File: config.mk
export PLATFORM = sky130hd
export DESIGN_NAME = pts_top
export DESIGN_NICKNAME = d
export VERILOG_FILES = /design/src/hdl/pts_pkg.sv /design/src/hdl/pts_reg_if.sv /design/src/hdl/pts_apb.sv /design/src/hdl/pts_sync.sv /design/src/hdl/pts_top.sv
export SDC_FILE = /design/constraint.sdc
export NUM_CORES = 1
export LEC_CHECK = 0
export BUFFER_PORTS_ARGS = -buffer_cell sky130_fd_sc_hd__clkbuf_2
export CORE_ASPECT_RATIO = 1.4
export CORE_UTILIZATION = 40
export DETAILED_ROUTE_END_ITERATION = 6
export HOLD_SLACK_MARGIN = 0.15
export PLACE_DENSITY_LB_ADDON = 0.25
export SLEW_MARGIN = 20
export SYNTH_ARGS = -nofsm -noshare
export SYNTH_HDL_FRONTEND = slang
export SYNTH_SLANG_ARGS = --single-unit
File: constraint.sdc
create_clock -name pclk -period 4.4 [get_ports pclk]
set_clock_uncertainty 0.2 [all_clocks]
set_input_delay 0.22 -clock pclk [delete_from_list [all_inputs] [get_ports pclk]]
set_output_delay 0.22 -clock pclk [all_outputs]
set_load 0.05 [all_outputs]
File: src/hdl/pts_pkg.sv
// constants and types shared by the trip source select block
package pts_pkg;

  localparam int          PTS_AW        = 8;
  localparam int          PTS_DW        = 32;
  localparam int          PTS_NUM_TRIP  = 6;
  localparam int          PTS_SYNC_LEN  = 3;

  // register byte offsets
  localparam logic [7:0]  PTS_OFF_SEL   = 8'h00;
  localparam logic [7:0]  PTS_OFF_ACT   = 8'h04;
  localparam logic [7:0]  PTS_OFF_CLR   = 8'h08;
  localparam logic [7:0]  PTS_OFF_STAT  = 8'h0C;
  localparam logic [7:0]  PTS_OFF_MASK  = 8'h10;
  localparam logic [7:0]  PTS_OFF_STATE = 8'h14;

  // trip_source_select layout
  localparam int          PTS_SEL_W         = 16;
  localparam int          PTS_SEL_CYC_LSB   = 0;
  localparam int          PTS_SEL_LAT_LSB   = 8;
  localparam logic [15:0] PTS_SEL_MASK      = 16'h3F3F;
  localparam logic [15:0] PTS_SEL_RESET     = 16'h0000;

  // trip_action_control layout
  localparam int          PTS_ACT_W         = 4;
  localparam int          PTS_ACT_A_LSB     = 0;
  localparam int          PTS_ACT_B_LSB     = 2;
  localparam logic [3:0]  PTS_ACT_RESET     = 4'h0;

  // action codes
  typedef logic [1:0] pts_action_type;
  localparam pts_action_type PTS_ACT_HIZ    = 2'h0;
  localparam pts_action_type PTS_ACT_HIGH   = 2'h1;
  localparam pts_action_type PTS_ACT_LOW    = 2'h2;
  localparam pts_action_type PTS_ACT_KEEP   = 2'h3;

  // flag layout shared by clear, status, mask and state registers
  localparam int          PTS_FLG_W         = 3;
  localparam int          PTS_FLG_CYC       = 1;
  localparam int          PTS_FLG_LAT       = 2;
  localparam logic [2:0]  PTS_FLG_MASK      = 3'h6;
  localparam logic [2:0]  PTS_FLG_RESET     = 3'h0;

endpackage

File: src/hdl/pts_reg_if.sv
// register access carrier between the bus slave and the register file
`timescale 1ns/1ps
interface pts_reg_if;
  import pts_pkg::*;
  logic              wr;
  logic [PTS_AW-1:0] addr;
  logic [PTS_DW-1:0] wdata;
  logic [PTS_DW-1:0] rdata;
  logic              hit;

  modport bus  (output wr, addr, wdata, input  rdata, hit);
  modport regs (input  wr, addr, wdata, output rdata, hit);
endinterface

File: src/hdl/pts_apb.sv
// apb slave front end, wait state free access
`timescale 1ns/1ps
module pts_apb (
  input  wire logic                        pclk,     // system clock
  input  wire logic                        presetn,  // async reset, active low
  input  wire logic                        psel,     // slave select
  input  wire logic                        penable,  // access phase
  input  wire logic                        pwrite,   // write when high
  input  wire logic [pts_pkg::PTS_AW-1:0]  paddr,    // byte address
  input  wire logic [pts_pkg::PTS_DW-1:0]  pwdata,   // write data
  output logic      [pts_pkg::PTS_DW-1:0]  prdata,   // read data
  output logic                             pready,   // access complete
  output logic                             pslverr,  // unmapped address
  pts_reg_if.bus                           rif       // register side
);
  import pts_pkg::*;

  assign rif.addr  = paddr;
  assign rif.wdata = pwdata;
  // write lands on the edge that closes the access phase
  assign rif.wr    = psel && penable && pready && pwrite;

  // ready rises for the access phase right after each setup cycle
  always_ff @(posedge pclk or negedge presetn)
  begin
    if (!presetn)
      pready <= 1'b0;
    else
      pready <= psel && !penable;
  end

  always_ff @(posedge pclk or negedge presetn)
  begin
    if (!presetn)
    begin
      prdata  <= '0;
      pslverr <= 1'b0;
    end
    else if (psel && !penable)
    begin
      prdata  <= pwrite ? '0 : rif.rdata;
      pslverr <= !rif.hit;
    end
  end
endmodule

File: src/hdl/pts_sync.sv
// three-stage pin synchroniser with agreement filter
`timescale 1ns/1ps
module pts_sync #(
  parameter int           W       = 6,
  parameter logic [5:0]   RST_VAL = 6'h3F
) (
  input  wire logic         pclk,     // system clock
  input  wire logic         presetn,  // async reset, active low
  input  wire logic [W-1:0] pin_in,   // raw asynchronous pins
  output logic      [W-1:0] pin_out   // filtered synchronous level
);
  logic [W-1:0] s1_r;
  logic [W-1:0] s2_r;
  logic [W-1:0] s3_r;

  always_ff @(posedge pclk or negedge presetn)
  begin
    if (!presetn)
    begin
      s1_r <= RST_VAL[W-1:0];
      s2_r <= RST_VAL[W-1:0];
      s3_r <= RST_VAL[W-1:0];
    end
    else
    begin
      s1_r <= pin_in;
      s2_r <= s1_r;
      s3_r <= s2_r;
    end
  end

  // a change is taken only once stages two and three agree
  genvar i;
  generate
    for (i = 0; i < W; i++)
    begin : g_bit
      always_ff @(posedge pclk or negedge presetn)
      begin
        if (!presetn)
          pin_out[i] <= RST_VAL[i];
        else if (s2_r[i] == s3_r[i])
          pin_out[i] <= s3_r[i];
      end
    end
  endgenerate
endmodule

File: src/hdl/pts_top.sv
// trip source selection, trip latches, output override and registers
//
// The register addresses and the APB interface to the registers are this design's own decisions.
`timescale 1ns/1ps

module pts_top #(
  parameter int NUM_TRIP = pts_pkg::PTS_NUM_TRIP
) (
  input  wire logic                        pclk,          // system clock, 125 MHz
  input  wire logic                        presetn,       // async reset, active low
  input  wire logic                        psel,          // apb select
  input  wire logic                        penable,       // apb access phase
  input  wire logic                        pwrite,        // apb direction
  input  wire logic [pts_pkg::PTS_AW-1:0]  paddr,         // apb byte address
  input  wire logic [pts_pkg::PTS_DW-1:0]  pwdata,        // apb write data
  output logic      [pts_pkg::PTS_DW-1:0]  prdata,        // apb read data
  output logic                             pready,        // apb ready
  output logic                             pslverr,       // apb error
  input  wire logic [NUM_TRIP-1:0]         fault_input_n, // trip pins, active low
  input  wire logic                        ctr_zero,      // time-base counter at zero
  input  wire logic                        pwm_in_a,      // pwm a before trip override
  input  wire logic                        pwm_in_b,      // pwm b before trip override
  output logic                             pwm_out_a,     // pwm a pin level
  output logic                             pwm_out_a_oe,  // pwm a drive enable
  output logic                             pwm_out_b,     // pwm b pin level
  output logic                             pwm_out_b_oe,  // pwm b drive enable
  output logic                             trip_irq       // interrupt, level high
);
  import pts_pkg::*;

  pts_reg_if rif ();

  logic [PTS_SEL_W-1:0] sel_r;
  logic [PTS_ACT_W-1:0] act_r;
  logic [PTS_FLG_W-1:0] stat_r;
  logic [PTS_FLG_W-1:0] mask_r;
  logic                 lat_trip_r;
  logic                 cyc_trip_r;
  logic [NUM_TRIP-1:0]  fault_sync;
  logic [NUM_TRIP-1:0]  lat_en;
  logic [NUM_TRIP-1:0]  cyc_en;
  logic [NUM_TRIP-1:0]  lat_hit_bit;
  logic [NUM_TRIP-1:0]  cyc_hit_bit;
  logic                 lat_hit;
  logic                 cyc_hit;
  logic                 any_trip;
  logic                 wr_sel;
  logic                 wr_act;
  logic                 wr_clr;
  logic                 wr_stat;
  logic                 wr_mask;
  logic [PTS_FLG_W-1:0] wflg;
  logic [PTS_FLG_W-1:0] stat_nxt;
  logic [1:0]           drv_a_nxt;
  logic [1:0]           drv_b_nxt;

  pts_apb u_apb (
    .pclk    (pclk),
    .presetn (presetn),
    .psel    (psel),
    .penable (penable),
    .pwrite  (pwrite),
    .paddr   (paddr),
    .pwdata  (pwdata),
    .prdata  (prdata),
    .pready  (pready),
    .pslverr (pslverr),
    .rif     (rif.bus)
  );

  pts_sync #(
    .W       (NUM_TRIP),
    .RST_VAL (6'h3F)
  ) u_sync (
    .pclk    (pclk),
    .presetn (presetn),
    .pin_in  (fault_input_n),
    .pin_out (fault_sync)
  );

  // write strobes
  assign wflg    = rif.wdata[PTS_FLG_W-1:0] & PTS_FLG_MASK;
  assign wr_sel  = rif.wr && (rif.addr == PTS_OFF_SEL);
  assign wr_act  = rif.wr && (rif.addr == PTS_OFF_ACT);
  assign wr_clr  = rif.wr && (rif.addr == PTS_OFF_CLR);
  assign wr_stat = rif.wr && (rif.addr == PTS_OFF_STAT);
  assign wr_mask = rif.wr && (rif.addr == PTS_OFF_MASK);

  // read decode
  always_comb
  begin
    rif.rdata = '0;
    rif.hit   = 1'b1;
    if (rif.addr == PTS_OFF_SEL)
      rif.rdata[PTS_SEL_W-1:0] = sel_r;
    else if (rif.addr == PTS_OFF_ACT)
      rif.rdata[PTS_ACT_W-1:0] = act_r;
    else if (rif.addr == PTS_OFF_CLR)
      rif.rdata = '0;
    else if (rif.addr == PTS_OFF_STAT)
      rif.rdata[PTS_FLG_W-1:0] = stat_r;
    else if (rif.addr == PTS_OFF_MASK)
      rif.rdata[PTS_FLG_W-1:0] = mask_r;
    else if (rif.addr == PTS_OFF_STATE)
    begin
      rif.rdata[PTS_FLG_CYC] = cyc_trip_r;
      rif.rdata[PTS_FLG_LAT] = lat_trip_r;
    end
    else
      rif.hit = 1'b0;
  end

  // source select register; reserved bits are masked off
  always_ff @(posedge pclk or negedge presetn)
  begin
    if (!presetn)
      sel_r <= PTS_SEL_RESET;
    else if (wr_sel)
      sel_r <= rif.wdata[PTS_SEL_W-1:0] & PTS_SEL_MASK;
  end

  // action control register
  always_ff @(posedge pclk or negedge presetn)
  begin
    if (!presetn)
      act_r <= PTS_ACT_RESET;
    else if (wr_act)
      act_r <= rif.wdata[PTS_ACT_W-1:0];
  end

  // interrupt mask register
  always_ff @(posedge pclk or negedge presetn)
  begin
    if (!presetn)
      mask_r <= PTS_FLG_RESET;
    else if (wr_mask)
      mask_r <= wflg;
  end

  // per-input enables and hit detection
  genvar i;
  generate
    for (i = 0; i < NUM_TRIP; i++)
    begin : g_src
      // bits 8..13 pick latched sources for inputs 1..6
      assign lat_en[i]      = sel_r[PTS_SEL_LAT_LSB + i];
      // bits 0..5 pick per-cycle sources for inputs 1..6
      assign cyc_en[i]      = sel_r[PTS_SEL_CYC_LSB + i];
      assign lat_hit_bit[i] = lat_en[i] && !fault_sync[i];
      assign cyc_hit_bit[i] = cyc_en[i] && !fault_sync[i];
    end
  endgenerate

  assign lat_hit  = |lat_hit_bit;
  assign cyc_hit  = |cyc_hit_bit;
  assign any_trip = lat_trip_r || cyc_trip_r;

  // latched trip: held until software clears it, a new hit wins
  always_ff @(posedge pclk or negedge presetn)
  begin
    if (!presetn)
      lat_trip_r <= 1'b0;
    else if (lat_hit)
      lat_trip_r <= 1'b1;
    else if (wr_clr && wflg[PTS_FLG_LAT])
      lat_trip_r <= 1'b0;
  end

  // per-cycle trip: dropped at counter zero unless still hit
  always_ff @(posedge pclk or negedge presetn)
  begin
    if (!presetn)
      cyc_trip_r <= 1'b0;
    else if (cyc_hit)
      cyc_trip_r <= 1'b1;
    else if (ctr_zero)
      cyc_trip_r <= 1'b0;
  end

  // sticky event flags, write one to clear, set wins
  always_comb
  begin
    stat_nxt = stat_r;
    if (wr_stat)
      stat_nxt = stat_r & ~wflg;
    if (cyc_hit)
      stat_nxt[PTS_FLG_CYC] = 1'b1;
    if (lat_hit)
      stat_nxt[PTS_FLG_LAT] = 1'b1;
  end

  always_ff @(posedge pclk or negedge presetn)
  begin
    if (!presetn)
      stat_r <= PTS_FLG_RESET;
    else
      stat_r <= stat_nxt;
  end

  always_ff @(posedge pclk or negedge presetn)
  begin
    if (!presetn)
      trip_irq <= 1'b0;
    else
      trip_irq <= |(stat_r & mask_r);
  end

  // returns {drive enable, level} for one output
  function automatic logic [1:0] pts_drive(
    input logic           tripped,
    input pts_action_type code,
    input logic           level
  );
    logic [1:0] res;
    res = {1'b1, level};
    if (tripped)
    begin
      case (code)
        PTS_ACT_HIZ:  res = 2'b00;
        PTS_ACT_HIGH: res = 2'b11;
        PTS_ACT_LOW:  res = 2'b10;
        default:      res = {1'b1, level};
      endcase
    end
    return res;
  endfunction

  // same trip state overrides both outputs
  assign drv_a_nxt = pts_drive(any_trip, act_r[PTS_ACT_A_LSB +: 2], pwm_in_a);
  assign drv_b_nxt = pts_drive(any_trip, act_r[PTS_ACT_B_LSB +: 2], pwm_in_b);

  always_ff @(posedge pclk or negedge presetn)
  begin
    if (!presetn)
    begin
      pwm_out_a    <= 1'b0;
      pwm_out_a_oe <= 1'b0;
      pwm_out_b    <= 1'b0;
      pwm_out_b_oe <= 1'b0;
    end
    else
    begin
      pwm_out_a_oe <= drv_a_nxt[1];
      pwm_out_a    <= drv_a_nxt[0];
      pwm_out_b_oe <= drv_b_nxt[1];
      pwm_out_b    <= drv_b_nxt[0];
    end
  end
endmodule

After elaboration in Yosys (flattened, before gate mapping)
Index checks and enable logic that the tools add are counted.
{ "word_totals": {"out_inout_bits": 39, "word_cells": 108, "inputBits": 54, "regBits": 86} }
{ "classes": {"n_mux": 24, "n_reduce_logical": 41, "bitwise": 3, "n_eq_ne": 15} }
{ "ops": {"columns": ["op", "n"], "rows": [
  ["two-way mux 14 bit", 2],
  ["logical AND 1 bit", 22],
  ["equality test 8 x 4 -> 1 bit (second input constant)", 2],
  ["equality test 8 x 5 -> 1 bit (second input constant)", 2],
  ["two-way mux 1 bit", 12],
  ["one-hot mux 2 bit (3 select lines)", 2],
  ["OR reduction 6 bit", 2],
  ["two-way mux 3 bit", 3],
  ["equality test 8 x 3 -> 1 bit (second input constant)", 1],
  ["logical NOT 1 bit", 8],
  ["logical NOT 8 bit", 1],
  ["two-way mux 2 bit", 4],
  ["nonzero test 2 bit", 4],
  ["AND 3 bit", 2],
  ["equality test 1 bit", 6],
  ["equality test 2 x 1 -> 1 bit (second input constant)", 2],
  ["equality test 2 bit (second input constant)", 2],
  ["logical NOT 2 bit", 2],
  ["two-way mux 4 bit", 1],
  ["inverter 3 bit", 1],
  ["OR reduction 3 bit", 1],
  ["logical OR 1 bit", 1]
]} }

Longest topological paths before layout
{ "depth": {"word_depth": 8, "mapped_depth": 6} }

Cells and area by module
A second synthesis with hierarchy kept.
{ "unflattened": {"cells_unflattened": 303, "hier_area_um2": 4071.4} }
{ "by_module_without_submodules": {"columns": ["mod", "n_inst", "seq_area_each_um2", "cells_each", "area_per_inst_um2"], "rows": [
  ["pts_apb", 1, 850.8, 149, 1961.9],
  ["pts_top", 1, 675.6, 124, 1411.4],
  ["pts_sync", 1, 630.6, 30, 698.2]
]} }

Worst setup path after synthesis
No wires, ideal clock.
{ "synth_path": {"path_kind": "reg2reg", "start": "register u_apb.pready", "end": "register act_r[0]", "setup_ns": 0.125, "slack_ns": 2.287, "synth_period_minus_slack_ns": 2.113, "n_path_buf": 0, "required_ns": 4.075, "t_arrival_ns": 1.788, "path_stages_with_launch": 5, "path_cell_list": "dfrtp_1 nand4_1 or2_2 or3_1 mux2_2"} }
{ "synth_via": {"elab_chain_len": 3} }
{ "synth_lines": {"columns": ["element", "line", "text"], "rows": [
  ["start, declared", "pts_apb.sv:12", "output logic pready,"],
  ["start signal, assigned", "pts_apb.sv:29", "pready <= psel && !penable;"],
  ["logical AND 1 bit (2 in series)", "pts_apb.sv:21", "assign rif.wr = psel && penable && pready && pwrite;"],
  ["logical AND 1 bit", "pts_top.sv:84", "assign wr_act = rif.wr && (rif.addr == PTS_OFF_ACT);"],
  ["end signal, assigned", "pts_top.sv:128", "act_r <= rif.wdata[PTS_ACT_W-1:0];"],
  ["end, declared", "pts_top.sv:34", "logic [PTS_ACT_W-1:0] act_r;"]
]} }
No other way between the ends.
A chain may end at the register's enable or synchronous reset.

Worst setup path after layout
{ "layout_path": {"start": "input paddr[6] (netlist name)", "end": "register lat_trip_r"} }
{ "layout_via": {"elab_chain_len": 4} }
{ "layout_lines": {"columns": ["element", "line", "text"], "rows": [
  ["start, declared", "pts_top.sv:14", "input wire logic [pts_pkg::PTS_AW-1:0] paddr,"],
  ["equality test 8 x 4 -> 1 bit", "pts_top.sv:85", "assign wr_clr = rif.wr && (rif.addr == PTS_OFF_CLR);"],
  ["logical AND 1 bit", "pts_top.sv:85", null],
  ["logical AND 1 bit", "pts_top.sv:165", "else if (wr_clr && wflg[PTS_FLG_LAT])"],
  ["nonzero test 2 bit (no line)", null, null],
  ["end signal, assigned", "pts_top.sv:162", "lat_trip_r <= 1'b0;"],
  ["end signal, assigned", "pts_top.sv:164", "lat_trip_r <= 1'b1;"],
  ["end signal, assigned", "pts_top.sv:166", "lat_trip_r <= 1'b0;"],
  ["end, declared", "pts_top.sv:37", "logic lat_trip_r;"]
]} }
No other way between the ends.

==> out/metrics.cfg <==
[sta]
setup_violations=0
rsz0062_at_grt=no
final_hold_viol_count=0
worst_slack_ps=1660
tightest_slew_ps=716
holdWs_ps=155
relSlewSlack_pct=52.1
timing.final.crit_period_ps=2740
period_share_pct=62.2
max_freq_mhz=366
tns_ps=0
finalMaxSlewViolations=0

[worst_setup_path]
cp.arrival_ps=2760
crit_path_max_incr_delay_ps=630
critPathKind=primary input to flip-flop
startpoint_type=primary input
cp_cell_sequence=dlygate4sd3_1 > clkbuf_2 > nor2_1 > dlygate4sd3_1 > nand2_2 > dlygate4sd3_1 > o41ai_1 > nand2_1
r2r-start=u_apb.pready$_DFF_PN0_
end_kind=flip-flop
crit_slowest_cell=dlygate4sd3_1
r2r_slack_ps=2490
cp_data_required_time_ps=4420
r2r_cells=4
cp_max_fo=5
path_common_cell=dlygate4sd3_1
rr_endpoint=lat_trip_r$_DFFE_PN0P_

[min_path]
hold_depth=0
holdPathEnd=u_sync.s2_r[2]$_DFF_PN1_
holdCritStartpoint=u_sync.s1_r[2]$_DFF_PN1_
hp-class=flip-flop to flip-flop

[placement]
place_ws_ps=2250
io_buffers=52
globalplace.congestion=0.766
hpwl_um=3580

[global_route]
grt_max_degree=39
grt-ovfl-total=0
antenna_found_initial=0
grt_pass1_vias=1858
grt_pass1_wl_um=8710
grt_usage_pct=16.9

[clocking]
numCtsBuffers=9
cts_tree=yes
cts_resized=0
clock_path_buffers=2
ctsHoldBuffers=36
clock-root-buffer=clkbuf_8
htreeDepth=3
path_clk_slew_ps=70
cts_num_sinks=65
post-cts-setup-buffers=0
clock_latency_ps=340

[outcome]
status=finished, violations left
violations=DRC

[power_and_ir_drop]
power.density_mw_per_mm2=342
power.leakage_nw=1.65
vdd_ir_drop_max_v=0.000247

[die]
core_mm2=0.00657
dieWidth_um=71.4
die_y_um=99.1
fp-row-count=35
io_pins=93
fp.dieArea_mm2=0.00708
start_util_pct=41.0

[logic_synthesis]
ys_seq_elements=65
synthFlopType=dfrtp_1
netlist_area_mm2=0.00270
synth.area.top_cells=dfrtp_1, dfstp_2, buf_4
synth_top_area_share_pct=38.1
yosysTopAreaCell=dfrtp_1
synth_warnings=0
synthCells=204
synth_area_per_cell_um2=13.2
ys_types=35
synthArstFlopShare_pct=100
synth_edf_count=0
ys_seq_area_share_pct=61.4

[finish]
areaGrowthSynthToFinish_pct=28.4
diodes=0
drive_above_1_share_pct=37.0
post-route-util_pct=52.7
layout.nets=352

[routing]
viasPerCell=4.80
wl_um=5320
drt_iter0_markers=80
postRouteAntennaNets=0
via_count=1810
first_pass_iters=7
wire_per_inst_um=14.1
drc=3

[job]
max_cap_viol_count=0

==> synth_stat cells (2+ instances only) <==
library cell,count
a22o_1,9
o22ai_1,8
buf_4,20
mux2i_1,2
mux2_4,10
o31ai_1,4
o22a_1,2
or3_1,3
nor4b_1,2
dfrtp_1,41
maj3_1,6
nor3_1,2
nand2b_1,2
inv_1,15
o21ai_0,4
nor2_1,8
a221oi_1,2
dfstp_2,24
nand2_1,12
mux2_2,11
clkbuf_1,2
buf_6,2
==> worst max-delay path by stage <==
stage | startpoint | to | slack, ps | depth (start not counted)
after floorplan | u_apb.pready$_DFF_PN0_ | act_r[0]$_DFFE_PN0P_ | 2290 | 4
after global placement | paddr[4] | sel_r[4]$_DFFE_PN0P_ | 2260 | 5
after detailed placement | paddr[4] | sel_r[10]$_DFFE_PN0P_ | 2250 | 5
after CTS | paddr[6] | lat_trip_r$_DFFE_PN0P_ | 1710 | 8
after global routing | paddr[6] | lat_trip_r$_DFFE_PN0P_ | 1570 | 8
final | paddr[6] | lat_trip_r$_DFFE_PN0P_ | 1660 | 8
==> sequential cells by signal, summed over array words and instances (netlist names), 4 cells and up <==
signal          flops
act_r               4
u_sync.s2_r         6
sel_r              12
u_sync.pin_out      6
u_apb.prdata       12
u_sync.s1_r         6
u_sync.s3_r         6
==> cell type report <==
type / count / area, µm²
sequential: 65 / 1660
clock buffer: 16 / 160
fill: 577 / 3110
timing repair buffer: 89 / 628
inverter: 15 / 56.3
tap: 74 / 92.6
multi-input combinational: 118 / 870
==> worst max-delay path, delay by kind of cell <==
family,cells,cell delay (ps)
simple gates,3,290
buf+inv,4,1880
compound gates,1,380
==> cell families (layout without fill, tap and decap cells) <==
logic type | Yosys count | after routing | share of synthesized area (%)
flip-flops | 65 | 65 | 61.4
multiplexers | 23 | 23 | 10.9
adder cells (fa/ha/maj) | 6 | 6 | 2.23
AND/OR/NAND/NOR | 37 | 37 | 7.66
buffers and inverters | 40 | 120 | 8.96
other | 1 | 20 | 0.139
AO/OA/AOI/OAI | 32 | 32 | 8.68
==> stage by stage <==
stage / power, mW / cell area, µm² / cells
floorplan: 0.720 / 2770 / 223
global placement: 0.742 / 2940 / 325
detailed placement: 0.744 / 2940 / 325
CTS: 1.20 / 3460 / 377
global route: 1.23 / 3460 / 377
finish: 1.18 / 3460 / 377
==> metal layers <==
metal	up-vias	share of wire (%)	track usage, %	wire length [µm]
met5	-	0	0	0
met4	0	2.0	10.5	104
met3	8	5.1	4.66	271
met2	65	52	28.1	2770
met1	873	41	19.1	2180
li1	864	-	-	-
==> placed cells by master (no fill, tap or decap), types with 8 or more instances in the layout <==
cell	count
inv_1	15
nor2_1	8
mux2_2	11
o22ai_1	8
mux2_4	10
clkbuf_8	10
clkbuf_2	52
dfstp_2	24
dfrtp_1	41
dlygate4sd3_1	36
a22o_1	9
conb_1	20
nand2_1	12
==> report_power, final <==
group | internal (mW) | total [mW] | switching, mW
registers | 0.625 | 0.635 | 0.00984
logic | 0.0426 | 0.121 | 0.0780
clock network | 0.222 | 0.428 | 0.206
total | 0.889 | 1.18 | 0.294
Power figures use the tool's default switching activity.
